==> config.mk <==
export PLATFORM = sky130hd
export DESIGN_NAME = ext_irq_cfg_filter_mask
export DESIGN_NICKNAME = d
export VERILOG_FILES = /design/src/ext_irq_pkg.sv /design/src/ext_irq_cfg_filter_mask.sv
export SDC_FILE = /design/constraint.sdc
export NUM_CORES = 1
export LEC_CHECK = 0
export ABC_AREA = 0
export ABC_CLOCK_PERIOD_IN_PS = 2100
export BUFFER_PORTS_ARGS = -buffer_cell sky130_fd_sc_hd__buf_4
export CAP_MARGIN = 20
export CORE_MARGIN = 1
export CORE_UTILIZATION = 26
export CTS_BUF_LIST = sky130_fd_sc_hd__clkbuf_16
export DETAILED_ROUTE_END_ITERATION = 10
export PLACE_DENSITY = 0.56
export SLEW_MARGIN = 20
export SYNTH_ARGS = -nofsm -noshare
export SYNTH_HDL_FRONTEND = slang
export SYNTH_SLANG_ARGS = --single-unit
==> constraint.sdc <==
create_clock -name aclk -period 2.1 [get_ports aclk]
set_input_delay 0.21 -clock aclk [delete_from_list [all_inputs] [get_ports aclk]]
set_output_delay 0.21 -clock aclk [all_outputs]
set_load 0.01 [all_outputs]
==> src/ext_irq_pkg.sv <==
// Package with register map, field layout and constants of the external interrupt block
package ext_irq_pkg;

  // ==========================================================================
  // Register byte addresses
  localparam logic [31:0] ADDR_TRIG_CTRL_HI  = 32'h56000090;
  localparam logic [31:0] ADDR_FLT_RSVD_A    = 32'h56000094;
  localparam logic [31:0] ADDR_FLT_RSVD_B    = 32'h56000098;
  localparam logic [31:0] ADDR_FLT_CTRL_LO   = 32'h5600009c;
  localparam logic [31:0] ADDR_FLT_CTRL_HI   = 32'h4c6000a0;
  localparam logic [31:0] ADDR_EXT_IRQ_MASK  = 32'h560000a4;
  localparam logic [31:0] ADDR_IRQ_STATUS    = 32'h560000c0;

  // ==========================================================================
  // Reset values
  localparam logic [31:0] RST_TRIG_CTRL_HI   = 32'h00000000;
  localparam logic [31:0] RST_FLT_CTRL       = 32'h00000000;
  localparam logic [31:0] RST_EXT_IRQ_MASK   = 32'h00fffff0;
  localparam logic [31:0] RST_IRQ_STATUS     = 32'h00000000;

  // ==========================================================================
  // Field layout
  localparam int          NUM_FLT_IN         = 8;      // Filtered inputs 16..23
  localparam int          FIRST_FLT_IN       = 16;
  localparam int          LOW_IN             = 4;      // Lowest maskable input
  localparam int          TOP_IN             = 23;
  localparam int          TRIG_STRIDE        = 4;      // One nibble per input
  localparam int          FLT_STRIDE         = 8;      // One byte per input
  localparam logic [31:0] IMPL_BITS          = 32'h00fffff0;

  // ==========================================================================
  // Trigger codes
  localparam logic [2:0]  TRIG_LOW_LEVEL     = 3'h0;
  localparam logic [2:0]  TRIG_HIGH_LEVEL    = 3'h1;
  localparam logic [1:0]  TRIG_FALL          = 2'h1;   // Pattern 01x
  localparam logic [1:0]  TRIG_RISE          = 2'h2;   // Pattern 10x
  localparam logic [1:0]  TRIG_BOTH          = 2'h3;   // Pattern 11x

  // ==========================================================================
  // Bus responses
  localparam logic [1:0]  RESP_OKAY          = 2'h0;
  localparam logic [1:0]  RESP_SLVERR        = 2'h2;

  // Per-input configuration bundle
  typedef struct packed {
    logic       flt_en;     // Noise filter enable
    logic [2:0] trig;       // Trigger type
    logic       clk_sel;    // 0 bus clock, 1 alternate clock
    logic [6:0] width;      // Filter width in ticks
  } in_cfg_t;

endpackage : ext_irq_pkg

==> src/ext_irq_cfg_filter_mask.sv <==
// External interrupt trigger, noise filter and mask block with AXI4-Lite registers
//
// Functional notes
// - Trigger code 000 requests on low level, 001 on high level.
// - Codes 01x falling edge, 10x rising edge, 11x both edges; bit 0 ignored.
// - Trigger register: 3-bit field per input 16..23, nibble-spaced, 23 at top.
// - Bit above each trigger field enables that input's noise filter.
// - Filter length programmable only for inputs 16..23, each independent.
// - Clock select 0 uses bus clock; 1 uses strap-chosen external or oscillator clock.
// - Each filtered input has a 7-bit width; top field sits at bits 30..24.
// - Filter registers: byte per input, select bit 7, width 6..0; low register 16..19.
// - High filter register serves inputs 20..23, input 20 in lowest byte.
// - Both filter registers read/write, reset zero; two lower slots reserved.
// - Mask bit per input 4..23 at its own position; 1 blocks the request.
// - Mask bits 3..0 reserved, read as zero.
`timescale 1ns/1ps

module ext_irq_cfg_filter_mask
  import ext_irq_pkg::*;
(
  input  wire logic        aclk,                 // Bus and bus-rate filter clock
  input  wire logic        aresetn,              // Synchronous reset, active low
  // AXI4-Lite write address
  input  wire logic        awvalid,              // Write address valid
  output logic             awready,              // Write address ready
  input  wire logic [31:0] awaddr,               // Write byte address
  // AXI4-Lite write data
  input  wire logic        wvalid,               // Write data valid
  output logic             wready,               // Write data ready
  input  wire logic [31:0] wdata,                // Write data
  input  wire logic [3:0]  wstrb,                // Write byte enables
  // AXI4-Lite write response
  output logic             bvalid,               // Write response valid
  input  wire logic        bready,               // Write response ready
  output logic [1:0]       bresp,                // Write response code
  // AXI4-Lite read address
  input  wire logic        arvalid,              // Read address valid
  output logic             arready,              // Read address ready
  input  wire logic [31:0] araddr,               // Read byte address
  // AXI4-Lite read data
  output logic             rvalid,               // Read data valid
  input  wire logic        rready,               // Read data ready
  output logic [31:0]      rdata,                // Read data
  output logic [1:0]       rresp,                // Read response code
  // Request pins and clocks
  input  wire logic [23:4] ext_irq_in,           // External requests, 4..15 used raw
  input  wire logic        external_clock_input, // Alternate filter clock, sampled
  input  wire logic        oscillator_clock,     // Alternate filter clock, sampled
  input  wire logic        operating_mode_strap, // 0 external, 1 oscillator
  output logic             irq                   // Unmasked request pending
);

  // ==========================================================================
  // Register storage
  logic [31:0] trig_ctrl;
  logic [31:0] flt_lo;
  logic [31:0] flt_hi;
  logic [31:0] ext_irq_mask;
  logic [31:0] status;
  logic        strap_taken;
  logic        strap_q;
  logic        alt_prev;

  // Byte-lane merge of a write
  function automatic logic [31:0] merge(input logic [31:0] old_v,
                                        input logic [31:0] new_v,
                                        input logic [3:0]  strb);
    logic [31:0] res;
    res = old_v;
    for (int b = 0; b < 4; b++) begin
      if (strb[b]) begin
        res[8*b +: 8] = new_v[8*b +: 8];
      end
    end
    return res;
  endfunction : merge

  // ==========================================================================
  // Write channel: address and data taken together, response follows
  wire logic wr_fire   = awvalid & wvalid & ~bvalid;
  wire logic wr_trig   = wr_fire & (awaddr == ADDR_TRIG_CTRL_HI);
  wire logic wr_flt_lo = wr_fire & (awaddr == ADDR_FLT_CTRL_LO);
  wire logic wr_flt_hi = wr_fire & (awaddr == ADDR_FLT_CTRL_HI);
  wire logic wr_mask   = wr_fire & (awaddr == ADDR_EXT_IRQ_MASK);
  wire logic wr_stat   = wr_fire & (awaddr == ADDR_IRQ_STATUS);
  wire logic wr_rsvd   = wr_fire & ((awaddr == ADDR_FLT_RSVD_A) |
                                    (awaddr == ADDR_FLT_RSVD_B));
  wire logic wr_hit    = wr_trig | wr_flt_lo | wr_flt_hi | wr_mask | wr_stat | wr_rsvd;

  assign awready = wr_fire;
  assign wready  = wr_fire;

  // Response hold until accepted
  always_ff @(posedge aclk) begin
    if (!aresetn) begin
      bvalid <= 1'b0;
      bresp  <= RESP_OKAY;
    end else if (wr_fire) begin
      bvalid <= 1'b1;
      bresp  <= wr_hit ? RESP_OKAY : RESP_SLVERR;
    end else if (bready) begin
      bvalid <= 1'b0;
    end
  end

  // Configuration registers
  always_ff @(posedge aclk) begin
    if (!aresetn) begin
      trig_ctrl    <= RST_TRIG_CTRL_HI;
      flt_lo       <= RST_FLT_CTRL;
      flt_hi       <= RST_FLT_CTRL;
      ext_irq_mask <= RST_EXT_IRQ_MASK;
    end else begin
      if (wr_trig)   trig_ctrl    <= merge(trig_ctrl, wdata, wstrb);
      if (wr_flt_lo) flt_lo       <= merge(flt_lo, wdata, wstrb);
      if (wr_flt_hi) flt_hi       <= merge(flt_hi, wdata, wstrb);
      if (wr_mask)   ext_irq_mask <= merge(ext_irq_mask, wdata, wstrb) & IMPL_BITS;
    end
  end

  // ==========================================================================
  // Read channel: one registered answer
  wire logic rd_fire = arvalid & ~rvalid;
  wire logic rd_trig = araddr == ADDR_TRIG_CTRL_HI;
  wire logic rd_lo   = araddr == ADDR_FLT_CTRL_LO;
  wire logic rd_hi   = araddr == ADDR_FLT_CTRL_HI;
  wire logic rd_mask = araddr == ADDR_EXT_IRQ_MASK;
  wire logic rd_stat = araddr == ADDR_IRQ_STATUS;
  wire logic rd_rsvd = (araddr == ADDR_FLT_RSVD_A) | (araddr == ADDR_FLT_RSVD_B);
  wire logic rd_hit  = rd_trig | rd_lo | rd_hi | rd_mask | rd_stat | rd_rsvd;
  wire logic [31:0] rd_val = ({32{rd_trig}} & trig_ctrl)
                           | ({32{rd_lo}}   & flt_lo)
                           | ({32{rd_hi}}   & flt_hi)
                           | ({32{rd_mask}} & ext_irq_mask)
                           | ({32{rd_stat}} & status);

  assign arready = ~rvalid;

  // Read data hold until accepted
  always_ff @(posedge aclk) begin
    if (!aresetn) begin
      rvalid <= 1'b0;
      rdata  <= 32'h00000000;
      rresp  <= RESP_OKAY;
    end else if (rd_fire) begin
      rvalid <= 1'b1;
      rdata  <= rd_val;
      rresp  <= rd_hit ? RESP_OKAY : RESP_SLVERR;
    end else if (rready) begin
      rvalid <= 1'b0;
    end
  end

  // ==========================================================================
  // Alternate filter clock: strap caught after reset release, rising edge tick
  always_ff @(posedge aclk) begin
    if (!aresetn) begin
      strap_taken <= 1'b0;
      strap_q     <= 1'b0;
    end else if (!strap_taken) begin
      strap_taken <= 1'b1;
      strap_q     <= operating_mode_strap;
    end
  end

  wire logic alt_clk  = strap_q ? oscillator_clock : external_clock_input;
  wire logic alt_tick = alt_clk & ~alt_prev;

  // Previous alternate clock level
  always_ff @(posedge aclk) begin
    if (!aresetn) begin
      alt_prev <= 1'b0;
    end else begin
      alt_prev <= alt_clk;
    end
  end

  // ==========================================================================
  // Filter and trigger detection for inputs 16..23
  wire logic [63:0]        flt_all = {flt_hi, flt_lo};
  logic [NUM_FLT_IN-1:0]   det_hi;

  for (genvar g = 0; g < NUM_FLT_IN; g++) begin : g_in
    in_cfg_t    cfg;
    logic [6:0] cnt;
    logic       flt;
    logic       prev;
    wire logic  pin  = ext_irq_in[FIRST_FLT_IN + g];
    wire logic  tick = cfg.clk_sel ? alt_tick : 1'b1;
    wire logic  eff  = cfg.flt_en ? flt : pin;
    wire logic  done = ({1'b0, cnt} + 8'h01) >= {1'b0, cfg.width};

    assign cfg.flt_en  = trig_ctrl[TRIG_STRIDE*g + 3];
    assign cfg.trig    = trig_ctrl[TRIG_STRIDE*g +: 3];
    assign cfg.clk_sel = flt_all[FLT_STRIDE*g + 7];
    assign cfg.width   = flt_all[FLT_STRIDE*g +: 7];

    // Stability counter; filter output tracks pin while bypassed
    always_ff @(posedge aclk) begin
      if (!aresetn) begin
        cnt <= 7'h00;
        flt <= 1'b0;
      end else if (!cfg.flt_en || pin == flt) begin
        cnt <= 7'h00;
        flt <= pin;
      end else if (tick) begin
        if (done) begin
          cnt <= 7'h00;
          flt <= pin;
        end else begin
          cnt <= cnt + 7'h01;
        end
      end
    end

    // Previous filtered level for edges
    always_ff @(posedge aclk) begin
      if (!aresetn) begin
        prev <= 1'b0;
      end else begin
        prev <= eff;
      end
    end

    // Trigger decode
    always_comb begin
      case (cfg.trig[2:1])
        2'h0:      det_hi[g] = (cfg.trig == TRIG_LOW_LEVEL) ? ~eff : eff;
        TRIG_FALL: det_hi[g] = prev & ~eff;
        TRIG_RISE: det_hi[g] = ~prev & eff;
        TRIG_BOTH: det_hi[g] = prev ^ eff;
        default:   det_hi[g] = 1'b0;
      endcase
    end
  end

  // ==========================================================================
  // Sticky status, write-one-to-clear, set wins; mask gates output only
  wire logic [31:0] set_vec = {8'h00, det_hi, ext_irq_in[15:4], 4'h0};
  wire logic [31:0] clr_vec = wr_stat ? (wdata & {{8{wstrb[3]}}, {8{wstrb[2]}},
                                                  {8{wstrb[1]}}, {8{wstrb[0]}}})
                                      : 32'h00000000;
  wire logic [31:0] next_status = ((status & ~clr_vec) | set_vec) & IMPL_BITS;

  // Status update
  always_ff @(posedge aclk) begin
    if (!aresetn) begin
      status <= RST_IRQ_STATUS;
    end else begin
      status <= next_status;
    end
  end

  assign irq = |(status & ~ext_irq_mask);

endmodule : ext_irq_cfg_filter_mask

-- Word level (Yosys, flattened, before mapping)
Index checks and enable logic that the tools add are counted.
- $add $sub $neg: 16
- bitwise logic cells: 81
- reduce and logical (&&, ||, !) cells: 82
- muxes and demuxes: 73
- magnitude comparators: 8
- eq/ne operators: 46
- operator list (cell ; number):
    32-bit by 31-bit == test with 1-bit output, second input constant ; 14
    32-bit OR ; 4
    32-bit bitwise AND ; 3
    7-bit by 1-bit adder with 8-bit output, second input constant ; 8
    32-bit by 24-bit bitwise AND with 32-bit output ; 2
    8-bit by 7-bit >= comparator with 1-bit output ; 8
    7-bit by 1-bit adder with 7-bit output, second input constant ; 8
    7-bit two-way mux ; 8
    1-bit two-way mux ; 54
    24-bit bitwise AND ; 2
    2-bit AND reduction ; 23
    2-bit nonzero test ; 18
    24-bit by 32-bit bitwise AND with 32-bit output ; 1
    2-bit == test, second input constant ; 16
    24-bit inverter with 32-bit output ; 1
    1-bit case mux with 4 select lines ; 8
    32-bit OR reduction ; 1
    1-bit bitwise AND ; 26
    3-bit logical NOT ; 8
    24-bit two-way mux ; 1
    24-bit inverter ; 1
    24-bit OR ; 1
    1-bit inverter ; 20
    2-bit by 1-bit == test with 1-bit output, second input constant ; 8
    8 further kinds ; 62
- register bits after elaboration: 249
- output and inout bits: 42
- input port bits: 130
- logic and storage cells: 354

-- Longest topological paths before layout
- depth after elaboration: 9
- mapped depth: 10

-- Least setup slack after synthesis
Ideal clock, no wire load.
- path kind: reg-to-reg
- start point: reg g_in[1].cnt[0]
- end point: reg g_in[1].flt
- data required time: 2.030 ns
- period minus slack after synthesis: 2.260 ns
- path buffers: 0
- cell stages (with the launch flop): 11
- arrival time: 2.190 ns
- slack: -0.160 ns
- cells stage by stage: dfxtp_1 ha_1 and3_1 and3_1 xor2_1 ha_1 o2111ai_1 nor2_1 a211oi_1 or3b_2 a21oi_1
- longest elaborated chain between the ends: 4
- ends and longest elaborated chain (element ; RTL line ; RTL):
    start, declared ; ext_irq_cfg_filter_mask.sv:185 ; logic [6:0] cnt;
    start signal, assigned ; ext_irq_cfg_filter_mask.sv:211 ; cnt <= cnt + 7'h01;
    7-bit by 1-bit adder with 8-bit output ; ext_irq_cfg_filter_mask.sv:191 ; wire logic done = ({1'b0, cnt} + 8'h01) >= {1'b0, cfg.width};
    8-bit by 7-bit >= comparator with 1-bit output ; ext_irq_cfg_filter_mask.sv:191 ;
    2-bit nonzero test (no line) ; - ;
    2-bit AND reduction (no line) ; - ;
    end signal, assigned ; ext_irq_cfg_filter_mask.sv:205 ; flt <= pin;
    end signal, assigned ; ext_irq_cfg_filter_mask.sv:209 ; flt <= pin;
    end, declared ; ext_irq_cfg_filter_mask.sv:186 ; logic flt;
Every way passes these cells.
A chain may end at the register's enable or synchronous reset.

-- Final worst setup path
- start point: reg g_in[2].cnt[0]
- end point: reg g_in[2].flt
- longest elaborated chain between the ends: 4
- ends and longest elaborated chain (element ; RTL line):
    start, declared ; ext_irq_cfg_filter_mask.sv:185
    start signal, assigned ; ext_irq_cfg_filter_mask.sv:211
    7-bit by 1-bit adder with 8-bit output ; ext_irq_cfg_filter_mask.sv:191
    8-bit by 7-bit >= comparator with 1-bit output ; ext_irq_cfg_filter_mask.sv:191
    2-bit nonzero test (no line) ; -
    2-bit AND reduction (no line) ; -
    end signal, assigned ; ext_irq_cfg_filter_mask.sv:205
    end signal, assigned ; ext_irq_cfg_filter_mask.sv:209
    end, declared ; ext_irq_cfg_filter_mask.sv:186
Every way passes these cells.

==> results.tsv <==
stage	metric	value	unit
layout	final net count	2122	
synth	post-synthesis sequential area ratio	36.8	%
routing	drt first pass iters	7	
grt	largest net degree at the start of global routing	50	
synth	Syn Inst Count	1605	
grt	first-pass GRT wire length	72.2	mm
placement	global placement routability congestion	0.851	
setup_path	Reg2Reg Setup Slack	-0.15	ns
grt	gr ovfl total	0	
routing	vias per cell	4.94	
synth	Top FF cell, synth	dfxtp_1	
synth	synth unique cells	58	
sta	RSZ-0062 raised after global routing	yes	
sta	Final min period	2.25	ns
cts	root buf cell	clkbuf_16	
layout	Final Util	36.2	%
sta	# setup viols final	64	
sta	fmax	445	MHz
cts	CTS H-tree lvls	1	
floorplanning	Core Region	51200	um^2
setup_path	largest fanout on the critical path	3	
sta	Fin Hold WS	0.0209	ns
flow_run	max_cap viols	0	
sta	Slew headroom	61.1	%
layout	layout cell share with drive strength beyond 1	27.4	%
synth	syn avg cell area	8.38	um^2
routing	DRC Markers	0	
synth	Post-synth EDFFs	0	
synth	largest cells by area after synthesis	dfxtp_1, ha_1, mux2i_1	
status	status	finished, violations left	
routing	DRT iter0 DRCs	907	
cts	number of buffers on the longest clock path	3	
routing	DR WL/cell	17.8	um
power_and_ir_drop	Leak Pwr	7.80	nW
floorplanning	Top Ports	172	
synth	Yosys warning total	0	
sta	Final Cycle Share	107	%
setup_path	R2R Path Start	g_in[2].cnt[0]	
routing	ANT nets after route	0	
synth	cell accounting for the most synthesized area	dfxtp_1	
cts	total CTS buffers	27	
floorplanning	Die Y	229	um
cts	CTS tree	yes	
setup_path	CP Capture Type	register	
cts	clock transition at the registers of the reported paths	0.06	ns
placement	hpwl dp	34.7	mm
sta	Worst-Margin Slew	0.579	ns
cts	clock sink count	247	
placement	Port Buffers	169	
grt	busiest metal layer after global routing	met2	
power_and_ir_drop	Pwr per Cell Area	565	nW/um^2
sta	Final Hold Vio Count	0	
setup_path	r2r endpoint	g_in[2].flt	
layout	fill count	5187	
sta	Final Skew	0.0196	ns
grt	Global Route Usage Sum	17.2	%
setup_path	worst r2r path cells	11	
setup_path	Setup crit start kind	register	
setup_path	CP Capture Point	g_in[2].flt	
synth	area fraction of the dominant cell type after synthesis	36.8	%
grt	grt met3 use	1.72	%
routing	via count	12894	
setup_path	Req. time, crit path	2.60	ns
power_and_ir_drop	Peak VDD IR	558	uV
sta	setup TNS	-5.96	ns
floorplanning	Cell Rows	83	
synth	Synth async-reset ratio	0	%
sta	worst setup margin	-0.149	ns
placement	# placed instances	2512	
cts	clk_lat worst skew	0.56	ns
routing	total wire length	46.4	mm
setup_path	critical path class	register to register	
grt	vias in the first global route	12797	
synth	post-synthesis cell area	13500	um^2
grt	met2 Usage GRT	28.0	%
sta	max-slew violations	0	
floorplanning	die width	229	um
layout	Non-Filler Instances	2611	
grt	met1 global-route usage	23.5	%
layout	area grow syn2layout	37.6	%
layout	Diodes inserted	0	
status	failing checks	setup timing	
floorplanning	Die ar.	52700	um^2
floorplanning	initial core utilization	26.3	%
setup_path	CP Launch Point	g_in[2].cnt[0]	
min_path	Hold Path Class	input pin to register	
setup_path	CP arrival	2.75	ns
grt	initial antenna violation count	1	
synth	flops & latches, synth	247	
==> layout make-up <==
class | instances | area [um^2] | share of cell area [%]
Multi-Input combinational cell | 1163 | 8430 | 45.5
Sequential cell | 247 | 5000 | 27.0
Timing Repair Buffer | 361 | 2990 | 16.1
Tap cell | 680 | 851 | 4.60
Clock buffer | 27 | 676 | 3.65
Inverter | 112 | 424 | 2.29
Clock inverter | 21 | 150 | 0.811
==> worst min path at each step <==
stage / from / endpoint / slack, ns / cells after the start
after detailed placement: rready / rvalid / 0.40 / 2
after CTS: bready / bvalid / 0.001 / 3
final: wdata[25] / flt_hi[25] / 0.02 / 3
after global placement: rready / rvalid / 0.40 / 2
after global routing: wdata[31] / trig_ctrl[31] / 0.04 / 3
after floorplan: aresetn / strap_taken / 0.24 / 0
==> power by group <==
part           total, mW  switching, mW  internal, mW  leakage (nW)
clock network       4.58           2.01          2.57         0.416
logic               1.04          0.563         0.472          5.36
registers           4.85         0.0796          4.77          2.02
total               10.5           2.65          7.81          7.80
==> cell usage in the layout (no fill, tap or decap), drive strengths merged, types with 5 or more instances in the layout <==
cell type / count
nand3: 56
clkbuf: 27
or3b: 9
o2111ai: 8
nor2b: 11
dfxtp: 247
and2: 5
a221oi: 35
nand2: 179
xnor2: 33
and3: 27
nor4: 13
o21ai: 146
a211oi: 11
a21oi: 78
o211ai: 28
xor2: 72
dlygate4sd3: 41
o22ai: 5
a2111o: 8
mux2i: 90
nand4: 18
nand2b: 11
ha: 80
nor3: 25
buf: 320
inv: 115
nor2: 124
a22o: 52
a31oi: 13
clkinv: 14
==> metal layers <==
metal  wire, um  part of all wire, %
met1      21200                   46
met4       1330                  2.9
met3       2360                  5.1
met2      21500                   46
met5         17                0.037
==> cells by family (layout without fill, tap and decap cells) <==
logic type / after synthesis / in the layout / share of synthesized area [%]
AOI/OAI and AO/OA: 386 / 386 / 18.3
xor gates and xnor gates: 105 / 105 / 6.84
other: 1 / 2 / 0.0279
DFF: 247 / 247 / 36.8
and+or+nand+nor: 500 / 500 / 18.2
muxes: 90 / 90 / 6.70
buffers and inverters: 196 / 521 / 5.72
adders and majority gates: 80 / 80 / 7.44
==> state kept, by name, indices dropped and copies added, names as in the netlist <==
signal,cells
strap_q,1
strap_taken,1
bresp,1
g_in.flt,8
rvalid,1
trig_ctrl,32
g_in.cnt,56
rdata,32
alt_prev,1
ext_irq_mask,20
status,20
flt_hi,32
flt_lo,32
rresp,1
bvalid,1
g_in.prev,8
==> worst max-delay path, stage by stage, from the launching register on <==
cell and delay [ns]:
dfxtp_2 0.34, ha_4 0.16, and3_4 0.17, and3_4 0.15, xor2_2 0.14, ha_1 0.30
o2111ai_1 0.10, nor2_1 0.13, a211oi_2 0.09, buf_4 0.14, or3b_4 0.36, a21oi_2 0.11
==> Yosys cell counts (13+ instances only) <==
master	instances
inv_1	112
xor2_1	72
a31oi_1	13
a22o_1	52
o211ai_1	28
nor3_1	23
a221oi_1	35
o21ai_0	138
nor2_1	123
a21oi_1	78
and3_1	27
nand3_1	55
clkbuf_1	65
nand2_1	179
ha_1	80
xnor2_1	33
mux2i_1	90
dfxtp_1	247
==> per-stage QoR <==
| step | power (mW) | area (um^2) | worst slack [ns] |
|---|---|---|---|
| 2_1_floorplan | 5.33 | 13700 | -0.0122 |
| 3_3_place_gp | 5.90 | 16700 | -0.127 |
| 3_5_place_dp | 5.91 | 16700 | -0.162 |
| 4_1_cts | 10.6 | 18200 | -0.150 |
| 5_1_grt | 10.8 | 18500 | -0.297 |
| 6_report | 10.5 | 18500 | -0.149 |
==> repair_timing <==
item / in CTS / in global routing
resized for setup: 38 / 79
endpoints found under the hold margin: 108 / 0
pin swaps: 88 / 54
setup endpoints to repair: 78 / 84
buffers inserted: 9 / 1
hold buffers: 41 / 0
No activity file was read; power rests on OpenSTA's default activity.
